--- config.mk ---
export PLATFORM = sky130hd
export DESIGN_NAME = ssr_status
export DESIGN_NICKNAME = d
export VERILOG_FILES = /design/src/ssr_pkg.sv /design/src/ssr_state_encoder.sv /design/src/ssr_status.sv
export SDC_FILE = /design/constraint.sdc
export NUM_CORES = 1
export LEC_CHECK = 0
export BUFFER_PORTS_ARGS = -buffer_cell sky130_fd_sc_hd__buf_2
export CAP_MARGIN = 10
export CORE_MARGIN = 10
export CORE_UTILIZATION = 47
export CTS_BUF_LIST = sky130_fd_sc_hd__clkbuf_4 sky130_fd_sc_hd__clkbuf_8
export DETAILED_ROUTE_END_ITERATION = 16
export PLACE_DENSITY_LB_ADDON = 0.08
export SYNTH_ARGS = -nofsm -noshare
export SYNTH_HDL_FRONTEND = slang
export SYNTH_SLANG_ARGS = --single-unit
export TNS_END_PERCENT = 100
--- constraint.sdc ---
create_clock -name clk -period 1.6 [get_ports clk]
set_input_delay 0 -clock clk [delete_from_list [all_inputs] [get_ports clk]]
set_output_delay 0 -clock clk [all_outputs]
set_load 0.01 [all_outputs]
--- src/ssr_pkg.sv ---
/*
  Package for the starter status reporting block: register offsets, state
  and origin codes, reset values, timing constants and the condition structs.
  Assumes a single 200 MHz clock and a 32-bit APB register bus.
*/
package ssr_pkg;

  // Register byte offsets, one aligned word each
  localparam logic [7:0] OFS_STATE  = 8'h00; // Operating state code
  localparam logic [7:0] OFS_ORIGIN = 8'h04; // Command origin code
  localparam logic [7:0] OFS_FLAGS  = 8'h08; // Condition flag word
  localparam logic [7:0] OFS_CTRL   = 8'h0c; // Report control

  // Field positions
  localparam int CTRL_FREEZE_BIT = 0; // Freeze software view
  localparam int FLAG_REMOTE_BIT = 8; // Remote control flag
  localparam int FLAG_RAMPUP_BIT = 4; // Ramp up flag
  localparam int FLAG_FAULT_BIT  = 15; // Fault flag

  // Operating state codes
  localparam logic [3:0] ST_READY    = 4'h0; // Ready to start
  localparam logic [3:0] ST_INITTEST = 4'h1; // Initial test
  localparam logic [3:0] ST_FAULT    = 4'h2; // Fault present
  localparam logic [3:0] ST_RAMPUP   = 4'h3; // Acceleration
  localparam logic [3:0] ST_FULLV    = 4'h4; // Full voltage
  localparam logic [3:0] ST_BYPASS   = 4'h5; // Bypass closed
  localparam logic [3:0] ST_RESERVED = 4'h6; // Never reported
  localparam logic [3:0] ST_RAMPDN   = 4'h7; // Deceleration
  localparam logic [3:0] ST_BRAKING  = 4'h8; // Braking
  localparam logic [3:0] ST_DIRCHG   = 4'h9; // Direction change
  localparam logic [3:0] ST_INCHING  = 4'ha; // Inching
  localparam logic [3:0] ST_STDELAY  = 4'hb; // Start delay
  localparam logic [3:0] ST_RSDELAY  = 4'hc; // Restart delay
  localparam logic [3:0] ST_DISABLED = 4'hd; // Generally disabled
  localparam logic [3:0] ST_CONFIG   = 4'he; // Configuration

  // Command sources, origin code is source times two plus remote
  localparam logic [2:0] SRC_LAST = 3'h5; // Slot two, highest legal source

  // Reset values
  localparam logic [3:0]  RST_STATE  = ST_CONFIG; // Config after reset
  localparam logic [3:0]  RST_ORIGIN = 4'h0;      // Panel keys local
  localparam logic [15:0] RST_FLAGS  = 16'h0000;  // All flags clear

  // Settling time after reset before live state and flag conditions are reported
  localparam int CLK_PERIOD_NS = 5;   // 200 MHz
  localparam int INIT_TIME_NS  = 100; // Least settling time
  localparam logic [4:0] INIT_CYCLES =
    5'((INIT_TIME_NS + CLK_PERIOD_NS - 1) / CLK_PERIOD_NS);

  // Flag word conditions, bit 15 down to bit 0
  typedef struct packed {
    logic fault;            // Fault condition
    logic alarm;            // Alarm condition
    logic post_stop;        // Post-stop interval running
    logic pre_start;        // Pre-start interval running
    logic reverse;          // Reverse rotation
    logic direction_change; // Reversal in progress
    logic braking;          // Braking
    logic remote_control;   // Remote, else local
    logic ramp_down;        // Decelerating
    logic bypass_closed;    // Bypass contactor closed
    logic full_voltage;     // Full voltage applied
    logic ramp_up;          // Accelerating
    logic initial_test;     // Pre-start tests
    logic inching;          // Inching active
    logic all_enables;      // Every enabling means active
    logic motor_enabled;    // Motor enabled
  } ssr_flags_t;

  // Configuration mode causes
  typedef struct packed {
    logic initializing;  // System initialization
    logic fw_download;   // Firmware download
    logic commissioning; // Guided commissioning
    logic panel_copy;    // Settings copy with panel
    logic incompatible;  // Incompatible settings
  } ssr_cfg_t;

  // All condition inputs from the starter controller
  typedef struct packed {
    ssr_flags_t flags;         // Flag word sources
    ssr_cfg_t   cfg;           // Configuration causes
    logic       start_delay;   // Start delay running
    logic       restart_delay; // Restart delay running
    logic [2:0] cmd_src;       // Active command source 0..5
  } ssr_cond_t;

  // Report phase after reset
  typedef enum logic {
    PH_INIT = 1'b0, // Holding config report
    PH_RUN  = 1'b1  // Reporting live conditions
  } ssr_phase_t;

endpackage

--- src/ssr_state_encoder.sv ---
/*
  Operating state code encoder: ranks the live conditions and registers the
  resulting code. Assumes inputs come from logic on the same clock.
*/
`timescale 1ns/1ps
module ssr_state_encoder (
  input  wire logic              clk,           // System clock
  input  wire logic              rstn,          // Sync reset, active low
  input  wire ssr_pkg::ssr_flags_t flags,       // Condition flags
  input  wire ssr_pkg::ssr_cfg_t cfg,           // Configuration causes
  input  wire logic              start_delay,   // Start delay running
  input  wire logic              restart_delay, // Restart delay running
  input  wire logic              hold,          // Settling after reset
  output logic [3:0]             state_code     // Registered state code
);

  logic [3:0] next_state_code; // Ranked code

  // Rank conditions, most severe first; code 6 is never produced
  always_comb begin
    if (hold || (|cfg)) begin
      next_state_code = ssr_pkg::ST_CONFIG;
    end else if (flags.fault) begin
      next_state_code = ssr_pkg::ST_FAULT;
    end else if (flags.initial_test) begin
      next_state_code = ssr_pkg::ST_INITTEST;
    end else if (!flags.all_enables) begin
      next_state_code = ssr_pkg::ST_DISABLED;
    end else if (flags.braking) begin
      next_state_code = ssr_pkg::ST_BRAKING;
    end else if (flags.direction_change) begin
      next_state_code = ssr_pkg::ST_DIRCHG;
    end else if (flags.inching) begin
      next_state_code = ssr_pkg::ST_INCHING;
    end else if (flags.ramp_down) begin
      next_state_code = ssr_pkg::ST_RAMPDN;
    end else if (flags.ramp_up) begin
      next_state_code = ssr_pkg::ST_RAMPUP;
    end else if (flags.bypass_closed) begin
      next_state_code = ssr_pkg::ST_BYPASS;
    end else if (flags.full_voltage) begin
      next_state_code = ssr_pkg::ST_FULLV;
    end else if (start_delay) begin
      next_state_code = ssr_pkg::ST_STDELAY;
    end else if (restart_delay) begin
      next_state_code = ssr_pkg::ST_RSDELAY;
    end else begin
      next_state_code = ssr_pkg::ST_READY;
    end
  end

  // Register the code
  always_ff @(posedge clk) begin
    if (!rstn) begin
      state_code <= ssr_pkg::RST_STATE;
    end else begin
      state_code <= next_state_code;
    end
  end

  // Braking alone outranks the motion states
  a_brake_code : assert property (@(posedge clk) disable iff (!rstn)
    (!hold && !(|cfg) && flags.braking && !flags.fault &&
     !flags.initial_test && flags.all_enables)
    |=> state_code == ssr_pkg::ST_BRAKING)
    else $error("braking did not give state 8");

endmodule

--- src/ssr_status.sv ---
/*
  Starter status reporting top: APB slave with three read-only status
  registers and a report control register, the settling sequence after
  reset, command origin coding and the condition flag word.
  Assumes condition inputs come from the starter controller on the same
  clock, and an APB master that follows the usual setup/access phases.
*/
// Functional notes
// - State code readable, legal range zero to fourteen
// - Codes: 0 ready, 1 test, 2 fault
// - Codes 3 ramp, 4 full, 5 bypass; 6 unused
// - Codes 7 through 13 for remaining operations
// - Code 14 for any configuration cause
// - Origin code: source pairs zero to eleven
// - Even origin code local, odd remote
// - Bit0 motor enabled, bit1 all enables
// - Bit2 inching, bit3 initial tests
// - Bits 4-6 ramp up, full voltage, bypass
// - Bit7 ramp down, bit8 remote control
// - Bits 9-11 braking, reversal, reverse rotation
// - Bits 12-13 pre-start and post-stop intervals
// - Bit14 alarm, bit15 fault
`timescale 1ns/1ps
module ssr_status #(
  parameter int ADDR_W = 8 // APB address width
) (
  input  wire logic              clk,          // System clock
  input  wire logic              rstn,         // Sync reset, active low
  input  wire logic [ADDR_W-1:0] paddr,        // APB address
  input  wire logic              psel,         // APB select
  input  wire logic              penable,      // APB enable
  input  wire logic              pwrite,       // APB direction
  input  wire logic [31:0]       pwdata,       // APB write data
  input  wire logic [3:0]        pstrb,        // APB byte strobes
  output logic [31:0]            prdata,       // APB read data
  output logic                   pready,       // APB ready
  output logic                   pslverr,      // APB error
  input  wire ssr_pkg::ssr_cond_t cond_in,     // Controller conditions
  output logic [3:0]             state_code,   // Live state code
  output logic [3:0]             origin_code,  // Live origin code
  output logic [15:0]            flag_word,    // Live flag word
  output logic                   report_ready  // Settling finished
);

  // Settling sequence state
  ssr_pkg::ssr_phase_t phase;      // Current phase
  ssr_pkg::ssr_phase_t next_phase; // Next phase
  logic [4:0]          hold_cnt;   // Settling cycles done
  logic [4:0]          next_hold_cnt;
  logic                init_hold;  // Report held at config

  // Report registers
  logic [3:0]  next_origin_code; // Next origin
  logic [15:0] next_flag_word;   // Next flag word
  logic        next_report_ready;

  // Software view and control
  logic        freeze;       // Software view frozen
  logic        next_freeze;
  logic [3:0]  snap_state;   // Frozen state code
  logic [3:0]  snap_origin;  // Frozen origin
  logic [15:0] snap_flags;   // Frozen flag word
  logic [3:0]  next_snap_state;
  logic [3:0]  next_snap_origin;
  logic [15:0] next_snap_flags;

  // Bus answer registers
  logic [31:0] next_prdata;
  logic        next_pready;
  logic        next_pslverr;

  // Bus decode
  logic        setup_phase; // First cycle of a transfer
  logic        wr_commit;   // Write takes effect
  logic [7:0]  word_addr;   // Byte address, low byte
  logic        addr_high;   // Address bits above the byte map set

  // Classify an offset as mapped or not
  function automatic logic is_mapped(input logic [7:0] a);
    is_mapped = (a == ssr_pkg::OFS_STATE)  || (a == ssr_pkg::OFS_ORIGIN) ||
                (a == ssr_pkg::OFS_FLAGS)  || (a == ssr_pkg::OFS_CTRL);
  endfunction

  // Pack an origin code from source and locality
  function automatic logic [3:0] origin_of(input logic [2:0] src,
                                          input logic       remote);
    origin_of = {src, remote};
  endfunction

  assign init_hold   = (phase == ssr_pkg::PH_INIT);
  assign setup_phase = psel && !penable;
  assign wr_commit   = psel && penable && pready && pwrite;
  assign word_addr   = 8'(paddr);
  // Shift rather than slice, so an 8-bit bus leaves no empty range
  assign addr_high   = |(paddr >> 8);

  // Settling sequence: hold config report for a fixed time after reset
  always_comb begin
    next_phase    = phase;
    next_hold_cnt = hold_cnt;
    case (phase)
      ssr_pkg::PH_INIT: begin
        if (hold_cnt == ssr_pkg::INIT_CYCLES - 5'h01) begin
          next_phase = ssr_pkg::PH_RUN;
        end else begin
          next_hold_cnt = hold_cnt + 5'h01;
        end
      end
      ssr_pkg::PH_RUN: begin
        next_phase = ssr_pkg::PH_RUN; // Stays until reset
      end
      default: begin
        next_phase = ssr_pkg::PH_INIT;
      end
    endcase
  end

  // Register the settling sequence
  always_ff @(posedge clk) begin
    if (!rstn) begin
      phase    <= ssr_pkg::PH_INIT;
      hold_cnt <= 5'h00;
    end else begin
      phase    <= next_phase;
      hold_cnt <= next_hold_cnt;
    end
  end

  // State code ranking lives in its own module
  ssr_state_encoder i_ssr_state_encoder (
    .clk           (clk),
    .rstn          (rstn),
    .flags         (cond_in.flags),
    .cfg           (cond_in.cfg),
    .start_delay   (cond_in.start_delay),
    .restart_delay (cond_in.restart_delay),
    .hold          (init_hold),
    .state_code    (state_code)
  );

  // Flag word and origin code from the live conditions
  always_comb begin
    next_report_ready = !init_hold;
    if (init_hold) begin
      next_flag_word = ssr_pkg::RST_FLAGS;
    end else begin
      // Struct order matches bit order 15 down to 0
      next_flag_word = 16'(cond_in.flags);
    end
    if (cond_in.cmd_src <= ssr_pkg::SRC_LAST) begin
      // Even code local, odd remote
      next_origin_code = origin_of(cond_in.cmd_src,
                                   cond_in.flags.remote_control);
    end else begin
      next_origin_code = origin_code; // Illegal source keeps last code
    end
  end

  // Register the live report
  always_ff @(posedge clk) begin
    if (!rstn) begin
      flag_word    <= ssr_pkg::RST_FLAGS;
      origin_code  <= ssr_pkg::RST_ORIGIN;
      report_ready <= 1'b0;
    end else begin
      flag_word    <= next_flag_word;
      origin_code  <= next_origin_code;
      report_ready <= next_report_ready;
    end
  end

  // Control register and frozen software view
  always_comb begin
    next_freeze      = freeze;
    next_snap_state  = snap_state;
    next_snap_origin = snap_origin;
    next_snap_flags  = snap_flags;
    if (wr_commit && (word_addr == ssr_pkg::OFS_CTRL) && pstrb[0]) begin
      next_freeze = pwdata[ssr_pkg::CTRL_FREEZE_BIT];
    end
    // Snapshot follows live values while not frozen, so the three
    // registers read as one coherent set once freeze is set
    if (!freeze) begin
      next_snap_state  = state_code;
      next_snap_origin = origin_code;
      next_snap_flags  = flag_word;
    end
  end

  // Register control and snapshot
  always_ff @(posedge clk) begin
    if (!rstn) begin
      freeze      <= 1'b0;
      snap_state  <= ssr_pkg::RST_STATE;
      snap_origin <= ssr_pkg::RST_ORIGIN;
      snap_flags  <= ssr_pkg::RST_FLAGS;
    end else begin
      freeze      <= next_freeze;
      snap_state  <= next_snap_state;
      snap_origin <= next_snap_origin;
      snap_flags  <= next_snap_flags;
    end
  end

  // APB answer: ready one cycle after setup, every access one wait-free
  always_comb begin
    next_pready  = setup_phase;
    next_prdata  = 32'h0000_0000;
    next_pslverr = 1'b0;
    if (setup_phase) begin
      if (!is_mapped(word_addr) || addr_high) begin
        next_pslverr = 1'b1; // Unmapped address
      end else if (pwrite && (word_addr != ssr_pkg::OFS_CTRL)) begin
        next_pslverr = 1'b1; // Status registers are read-only
      end else if (!pwrite) begin
        case (word_addr)
          ssr_pkg::OFS_STATE: begin
            next_prdata = {28'h0000000, snap_state};
          end
          ssr_pkg::OFS_ORIGIN: begin
            next_prdata = {28'h0000000, snap_origin};
          end
          ssr_pkg::OFS_FLAGS: begin
            next_prdata = {16'h0000, snap_flags};
          end
          ssr_pkg::OFS_CTRL: begin
            next_prdata = {31'h00000000, freeze};
          end
          default: begin
            next_prdata = 32'h0000_0000;
          end
        endcase
      end
    end
  end

  // Register the bus answer
  always_ff @(posedge clk) begin
    if (!rstn) begin
      prdata  <= 32'h0000_0000;
      pready  <= 1'b0;
      pslverr <= 1'b0;
    end else begin
      prdata  <= next_prdata;
      pready  <= next_pready;
      pslverr <= next_pslverr;
    end
  end

  // Reported state code stays legal and skips the reserved value
  a_state_legal : assert property (@(posedge clk) disable iff (!rstn)
    (state_code <= ssr_pkg::ST_CONFIG) &&
    (state_code != ssr_pkg::ST_RESERVED))
    else $error("state code out of range");

  // Fault present yields fault code one cycle later
  a_fault_code : assert property (@(posedge clk) disable iff (!rstn)
    (!init_hold && !(|cond_in.cfg) && cond_in.flags.fault)
    |=> state_code == ssr_pkg::ST_FAULT)
    else $error("fault did not give state 2");

  // Ramp state and ramp flag agree
  a_ramp_agree : assert property (@(posedge clk) disable iff (!rstn)
    (state_code == ssr_pkg::ST_RAMPUP) |-> flag_word[ssr_pkg::FLAG_RAMPUP_BIT])
    else $error("ramp state without ramp flag");

  // Any configuration cause reports code 14
  a_config_code : assert property (@(posedge clk) disable iff (!rstn)
    (|cond_in.cfg) |=> state_code == ssr_pkg::ST_CONFIG)
    else $error("config cause did not give state 14");

  // Origin code follows source and locality
  a_origin_code : assert property (@(posedge clk) disable iff (!rstn)
    (cond_in.cmd_src <= ssr_pkg::SRC_LAST)
    |=> origin_code == {$past(cond_in.cmd_src),
                        $past(cond_in.flags.remote_control)})
    else $error("origin code mismatch");

  // Odd origin and remote flag agree after settling
  a_origin_parity : assert property (@(posedge clk) disable iff (!rstn)
    (!init_hold && cond_in.cmd_src <= ssr_pkg::SRC_LAST) ##1 !init_hold
    |-> origin_code[0] == flag_word[ssr_pkg::FLAG_REMOTE_BIT])
    else $error("origin parity differs from remote flag");

  // Low flag bits track motor, enables, inching and tests
  a_low_flags : assert property (@(posedge clk) disable iff (!rstn)
    !init_hold |=> flag_word[3:0] == {$past(cond_in.flags.initial_test),
                                      $past(cond_in.flags.inching),
                                      $past(cond_in.flags.all_enables),
                                      $past(cond_in.flags.motor_enabled)})
    else $error("flag bits 0 to 3 wrong");

  // High flag bits track their conditions
  a_high_flags : assert property (@(posedge clk) disable iff (!rstn)
    !init_hold |=> flag_word[15:9] == 7'($past(16'(cond_in.flags)) >> 9))
    else $error("flag bits 9 to 15 wrong");

  // Fault code always carries the fault flag
  a_fault_flag : assert property (@(posedge clk) disable iff (!rstn)
    (state_code == ssr_pkg::ST_FAULT) |-> flag_word[ssr_pkg::FLAG_FAULT_BIT])
    else $error("fault state without fault flag");

  // Reset leaves config code and clear flags
  a_reset_view : assert property (@(posedge clk)
    !rstn |=> (state_code == ssr_pkg::ST_CONFIG) && (flag_word == 16'h0000))
    else $error("reset view wrong");

  // Settling lasts exactly its cycle count
  a_settle_len : assert property (@(posedge clk) disable iff (!rstn)
    $rose(report_ready) |-> $past(hold_cnt, 2) == ssr_pkg::INIT_CYCLES - 5'h01)
    else $error("settling length wrong");

  // Settling phase reports a clear flag word
  a_settle_flags : assert property (@(posedge clk) disable iff (!rstn)
    init_hold |=> flag_word == ssr_pkg::RST_FLAGS)
    else $error("flags not clear while settling");

  // Missing enable reports general disable
  a_disabled_code : assert property (@(posedge clk) disable iff (!rstn)
    (!init_hold && !(|cond_in.cfg) && !cond_in.flags.fault &&
     !cond_in.flags.initial_test && !cond_in.flags.all_enables)
    |=> state_code == ssr_pkg::ST_DISABLED)
    else $error("missing enable did not give state 13");

  // Illegal source leaves the origin code alone
  a_origin_hold : assert property (@(posedge clk) disable iff (!rstn)
    (cond_in.cmd_src > ssr_pkg::SRC_LAST) |=> $stable(origin_code))
    else $error("origin code moved on illegal source");

  // State register read returns the software view
  a_state_read : assert property (@(posedge clk) disable iff (!rstn)
    (setup_phase && !pwrite && !addr_high &&
     (word_addr == ssr_pkg::OFS_STATE))
    |=> prdata == {28'h0000000, $past(snap_state)})
    else $error("state register read wrong");

  // Main scenarios
  c_fault_seen : cover property (@(posedge clk) disable iff (!rstn)
    state_code == ssr_pkg::ST_FAULT);
  c_ramp_to_bypass : cover property (@(posedge clk) disable iff (!rstn)
    state_code == ssr_pkg::ST_RAMPUP ##[1:20]
    state_code == ssr_pkg::ST_BYPASS);
  c_remote_slot : cover property (@(posedge clk) disable iff (!rstn)
    origin_code == 4'hb);
  c_frozen_read : cover property (@(posedge clk) disable iff (!rstn)
    freeze && psel && penable && pready && !pwrite);
  c_settle_done : cover property (@(posedge clk) disable iff (!rstn)
    $rose(report_ready));

endmodule

==> results of run 1 <==
## cells in the final DEF (no fill, tap or decap), drive strengths merged
cell type and n:
nor3 2, or4 1, o41ai 1, nor4 4
o311ai 1, clkinvlp 2, buf 88, ha 1
dlygate4sd3 31, a21oi 7, dfxtp 74, a21boi 3
inv 5, and3b 1, nor4bb 1, and3 15
nand2b 4, o21a 1, mux4 1, mux2i 29
and2 15, nor2 12, nor4b 1, o211ai 1
xnor2 2, conb 16, nor3b 1, nand3 5
nor2b 26, clkbuf 10, nand4b 1, a2111oi 1
nand2 19, a221oi 1, o21ai 2, xor2 1
bufinv 2, clkinv 1
## layout make-up
type / count / area share
sequential: 74 / 0.394
multi-input combinational: 176 / 0.315
timing repair buffer: 119 / 0.203
clock buffer: 10 / 0.0366
tap: 72 / 0.0240
clock inverter: 6 / 0.0236
inverter: 4 / 0.00399
## routing by layer
layer | part of all wire | global-route usage
met1 | 0.43 | 0.148
met5 | 0 | 0
met4 | 0.0080 | 0.0304
met2 | 0.47 | 0.223
met3 | 0.087 | 0.0674
## kinds of logic after synthesis
| logic type | Yosys count | share of synthesized area |
|---|---|---|
| AOI/OAI and AO/OA | 18 | 0.0422 |
| other | 1 | 0.00134 |
| adders and majority gates | 1 | 0.00449 |
| buffers and inverters | 33 | 0.0700 |
| muxes | 30 | 0.112 |
| DFF | 74 | 0.531 |
| and+or+nand+nor | 108 | 0.229 |
| xor gates and xnor gates | 3 | 0.00942 |
## worst reg2reg max path: stages (launching register included)
cell           delay (ns)
dfxtp_1              0.33
nand2_1              0.11
nor4_2               0.29
o41ai_1              0.12
dlygate4sd3_1        0.57
## repair_timing
item	in CTS	in global routing
gates resized for setup	0	3
hold buffers	31	0
endpoints found under the hold margin	33	0
setup endpoints to repair	0	2
## through the flow
stage	total power [mW]	hold slack [ns]	cell area, um^2	instances	setup TNS (ns)
finish	3.71	0.0202	3760	461	0
global route	3.86	0.0304	3760	461	-0.0424
CTS	3.75	0.00323	3740	461	0
detailed placement	2.10	0.230	3210	414	0
global placement	2.10	0.233	3210	414	0
floorplan	2.04	0.0870	2850	283	0
## how the worst max path moves through the flow
stage / start / endpoint / depth (start not counted)
after floorplan: hold_cnt[0]$_SDFFE_PN0P_ / hold_cnt[0]$_SDFFE_PN0P_ / 5
after global placement: hold_cnt[0]$_SDFFE_PN0P_ / hold_cnt[0]$_SDFFE_PN0P_ / 5
after detailed placement: hold_cnt[0]$_SDFFE_PN0P_ / hold_cnt[0]$_SDFFE_PN0P_ / 5
after CTS: next_report_ready$_SDFF_PN0_ / i_ssr_state_encoder.state_code[1]$_SDFF_PP1_ / 4
after global routing: hold_cnt[0]$_SDFFE_PN0P_ / hold_cnt[0]$_SDFFE_PN0P_ / 5
final: cond_in[16] / i_ssr_state_encoder.state_code[1]$_SDFF_PP1_ / 6
## sequential cells by signal, summed over array words and instances, names as in the netlist, 4 cells and up
name                            cells
flag_word                          16
prdata                             16
snap_flags                         16
hold_cnt                            5
i_ssr_state_encoder.state_code      4
origin_code                         4
snap_origin                         4
snap_state                          4
## report_power, final
part           switching, mW  total, mW  internal, mW
Combinational          0.121      0.248         0.127
Sequential            0.0126       1.87          1.86
Clock                  0.666       1.59         0.923
==> impl_results.md, run 1 <==
- Cell mode on critical path: dlygate4sd3_1
- Pins Over Slew Limit: 0
- Final setup vio count: 0
- Total GRT Usage: 0.134
- Largest net degree at the start of global routing: 49
- Crit path largest cell delay: 0.57 ns
- F_max: 648 MHz
- # DRC: 0
- Setup CP Type: input port to flip-flop
- Final Cycle Share: 0.964
- R2R Path End: i_ssr_state_encoder.state_code[1]$_SDFF_PP1_
- Final ANT Viol Nets: 0
- Area contributors post-synth: dfxtp_1 53%, mux2i_1 10%, nor2b_1 5.8%
- Post-CTS setup buffers: 0
- CP max stage cell: dlygate4sd3_1
- Run status: completed
- P&R area growth vs syn: 34.8%
- Cells after Synth: 268
- Clock tree from TritonCTS: built
- Post-synth top area share: 0.531
- Mapped cell area: 0.00279 mm^2
- # fillers: 459
- TritonCTS Sinks: 74
- Fin util: 0.666
- Vias in the first global route: 2145
- Port bufs: 83
- Skew final: 0.00523 ns
- Critical path peak fanout: 3
- Clock Pin Slew Worst Setup and Hold Paths: 0.08 ns
- Number of I/O pins: 134
- Worst Hold End: freeze$_SDFFE_PN0P_
- Yosys cell types: 36
- H-tree depth: 3
- Via/cell ratio: 4.64
- Antenna cells: 0
- Ratio of cells with drive above 1 in the final layout: 0.285
- Setup ws final: 0.0575 ns
- Initial drt markers: 84
- Commonest cells in the netlist: 74 x dfxtp_1, 29 x mux2i_1, 26 x nor2b_1, 19 x nand2_1, 18 x buf_4
- Max Cap Viol: 0
- Power density cells: 986 mW/mm^2
- Die ar.: 0.00941 mm^2
- Post-route minimum period: 1.54 ns
- Crit start category: input port
- Routability cong.: 0.785
- Critical Path AT: 1.77 ns
- Total wire length: 6.64 mm
- Hold depth: 4
- Die Y: 97.0 um
- Launch point of the worst reg-to-reg path: next_report_ready$_SDFF_PN0_
- Setup slack, reg-to-reg: 0.07 ns
- Clk root buf: clkbuf_8
- Pleak: 1.70 nW
- First-pass GRT wire length: 10.5 mm
- Dpl hpwl: 4.60 mm
- Initial DRT Pass Iterations: 4
- Initial antenna violation count: 0
- Reg area: 0.00148 mm^2
- Delay-heaviest family, CP: buffers and inverters
- Element type at the critical path end: flip-flop
- Seq cells post-synth: 74
- Biggest area consumer among synthesized cells: dfxtp_1
- Number of synthesized flops with an enable pin: 0
- Synth Flop Type: dfxtp_1
- Routed vias: 2140
- Multi-input gate area: 0.00118 mm^2
- Row cnt: 27
- Initial Util: 0.494
- Skew-Pair Late Insertion Delay: 0.33 ns
- Syn avg cell area: 10.4 um^2
- WL/cell: 14.4 um
- Asr flop ratio synth: 0
- Worst hold path type: input port to flip-flop
- DP Worst Slack: 0.117 ns
- Max Buffers Root-to-Sink: 2
- Critical path, cell by cell: dlygate4sd3_1, buf_2, nor2_1, a2111oi_1, o41ai_1, dlygate4sd3_1
- Yosys warns: 0
- Placeable Area: 0.00564 mm^2
- Total CTS buffers: 9
- Horiz. Die Dim: 97.0 um
- Layout Nets: 460
- Most frequent cell after synthesis: dfxtp_1
- Total grt overflow: 0
- Final Hold Fails: 0
- Worst R2R Path Depth: 4
- Sequential fraction of the synthesis area: 0.531
- Worst vdd ir: 0.617 mV
- CP bufs+invs: 3
- Critical Path RT: 1.82 ns
- HP Start: penable
Note: power is estimated with default switching activity, not from simulation.
==> run 2: changes to the inputs <==
PLACE_DENSITY = 0.81   (was unset)
PLACE_DENSITY_LB_ADDON = unset   (was 0.08)
==> impl_results.md, run 2 (same netlist as run 1, synthesis figures left out) <==
- Number of I/O pins: 134 (unchanged)
- Routed vias: 2158 (was 2140)
- WL/cell: 14.8 um (was 14.4 um)
- Total wire length: 6.77 mm (was 6.64 mm)
- Run status: completed (unchanged)
- Initial DRT Pass Iterations: 4 (unchanged)
- Dpl hpwl: 4.95 mm (was 4.60 mm)
- Max Cap Viol: 0 (unchanged)
- Critical Path RT: 1.83 ns (was 1.82 ns)
- Via/cell ratio: 4.72 (was 4.64)
- Total GRT Usage: 0.141 (was 0.134)
- Final Cycle Share: 0.939 (was 0.964)
- Setup slack, reg-to-reg: 0.1 ns (was 0.07 ns)
- Clk root buf: clkbuf_8 (unchanged)
- P&R area growth vs syn: 33.1% (was 34.8%)
- Reg power frac: 0.504 (was 0.505)
- Net switching fraction of the power: 0.216 (about the same)
- Final Hold Fails: 0 (unchanged)
- Initial Util: 0.494 (unchanged)
- Pins Over Slew Limit: 0 (unchanged)
- Vias in the first global route: 2307 (was 2145)
- Clock Power Share: 0.430 (was 0.429)
- Antenna cells: 0 (unchanged)
- Crit path largest cell delay: 0.40 ns (was 0.57 ns)
- Skew final: 0.00653 ns (was 0.00523 ns)
- HP Start: psel (was penable)
- Initial antenna violation count: 0 (unchanged)
- Port bufs: 83 (unchanged)
- Initial drt markers: 116 (was 84)
- Setup ws final: 0.0974 ns (was 0.0575 ns)
- Ratio of cells with drive above 1 in the final layout: 0.286 (was 0.285)
- Die Y: 97.0 um (unchanged)
- DP Worst Slack: 0.0607 ns (was 0.117 ns)
- Critical Path AT: 1.73 ns (was 1.77 ns)
- Total CTS buffers: 9 (unchanged)
- Skew-Pair Late Insertion Delay: 0.33 ns (about the same)
- First-pass GRT wire length: 11.1 mm (was 10.5 mm)
- Placeable Area: 0.00564 mm^2 (unchanged)
- Row cnt: 27 (unchanged)
- Worst hold path type: input port to flip-flop (unchanged)
- Post-route minimum period: 1.50 ns (was 1.54 ns)
- Power density cells: 1000 mW/mm^2 (was 986 mW/mm^2)
- Total grt overflow: 0 (unchanged)
- H-tree depth: 3 (unchanged)
- Most frequent cells in the layout: 83 x buf_2, 74 x dfxtp_1, 29 x mux2i_1 (was 83 x buf_2, 74 x dfxtp_1, 31 x dlygate4sd3_1)
- # DRC: 0 (unchanged)
- CP bufs+invs: 0 (was 3)
- Element type at the critical path end: flip-flop (unchanged)
- Crit start category: flip-flop (was input port)
- Routability cong.: 0.798 (was 0.785)
- Final ANT Viol Nets: 0 (unchanged)
- TritonCTS Sinks: 74 (unchanged)
- CP max stage cell: dfxtp_1 (was dlygate4sd3_1)
- Most common cell after layout, fill and taps aside: buf_2 (unchanged)
- Net Switching: 803 uW (was 800 uW)
- Layout Nets: 456 (was 460)
- Die ar.: 0.00941 mm^2 (unchanged)
- Worst vdd ir: 0.557 mV (was 0.617 mV)
- Setup_tns: 0 ns (unchanged)
- Clock Pin Slew Worst Setup and Hold Paths: 0.07 ns (was 0.08 ns)
- Critical path origin: hold_cnt[0]$_SDFFE_PN0P_ (was cond_in[16])
- Setup CP Type: flip-flop to flip-flop (was input port to flip-flop)
- Hold WS: 0.0165 ns (was 0.0202 ns)
- Largest regs: flag_word x16, prdata x16, snap_flags x16 (unchanged)
- Critical path peak fanout: 4 (was 3)
- Horiz. Die Dim: 97.0 um (unchanged)
- Final setup vio count: 0 (unchanged)
- Delay-heaviest family, CP: simple AND/OR/NAND/NOR gates (was buffers and inverters)
- Clock tree from TritonCTS: built (unchanged)
- Launch point of the worst reg-to-reg path: hold_cnt[0]$_SDFFE_PN0P_ (was next_report_ready$_SDFF_PN0_)
- Critical path, cell by cell: ha_1, nor4bb_2, nor2_1, xor2_1, and2_1 (was dlygate4sd3_1, buf_2, nor2_1, a2111oi_1, o41ai_1, dlygate4sd3_1)
- Max Buffers Root-to-Sink: 2 (unchanged)
- Pleak: 1.69 nW (was 1.70 nW)
- F_max: 666 MHz (was 648 MHz)
- Largest net degree at the start of global routing: 53 (was 49)
- Cell-internal power: 2.91 mW (about the same)
- Comb power frac: 0.066 (was 0.067)
[run 2: through the flow]
step	cell area (um^2)	total power, mW	cells	util
final	3710	3.71	457	0.658
after CTS	3700	3.74	457	0.657
after detailed placement	3210	2.10	414	0.569
after global routing	3710	3.86	457	0.658
after floorplan	2850	2.04	283	-
after global placement	3210	2.10	414	0.569
[run 2: area by class of cell]
type,instances,area [um^2]
clock buffers,10,138
clock inverters,6,88.8
fillers,448,1930
inverters,4,15.0
multi-input cells,176,1170
flip-flops and latches,74,1480
well taps,72,90.1
repair buffers,115,723
[run 2: worst paths after layout]
check        depth (start not counted)                       end
max                                  5  hold_cnt[0]$_SDFFE_PN0P_
min                                  2         pready$_SDFF_PN0_
max reg2reg                          5  hold_cnt[0]$_SDFFE_PN0P_
min reg2reg                          1     prdata[12]$_SDFF_PP0_
[run 2: worst reg2reg max path, cell delays in order, from the launching register on]
cell and delay, ns:
dfxtp_1 0.40, ha_1 0.20, nor4bb_2 0.32, nor2_1 0.14, xor2_1 0.16, and2_1 0.17
[run 2: what timing repair did]
| item | 4_1_cts | 5_1_grt |
|---|---|---|
| gates resized for setup | 0 | 1 |
| hold buffers | 27 | 0 |
| hold endpoints to repair | 26 | 0 |
| endpoints found under the setup margin | 0 | 1 |
| buffers inserted | 0 | 0 |
[run 2: power groups by stage]
| stage | clock network (mW) | registers [mW] | logic, mW |
|---|---|---|---|
| 2_1_floorplan | 0 | 1.91 | 0.127 |
| 3_3_place_gp | 0 | 1.91 | 0.185 |
| 3_5_place_dp | 0 | 1.91 | 0.191 |
| 4_1_cts | 1.63 | 1.87 | 0.242 |
| 5_1_grt | 1.71 | 1.87 | 0.271 |
| 6_report | 1.59 | 1.87 | 0.245 |
[run 2: per-layer routing]
metal | track usage | up-vias | share of wire
met2 | 0.234 | 77 | 0.49
met5 | 0 | - | 0
met4 | 0.0564 | 0 | 0.019
li1 | - | 1089 | -
met3 | 0.0447 | 10 | 0.061
met1 | 0.165 | 982 | 0.43
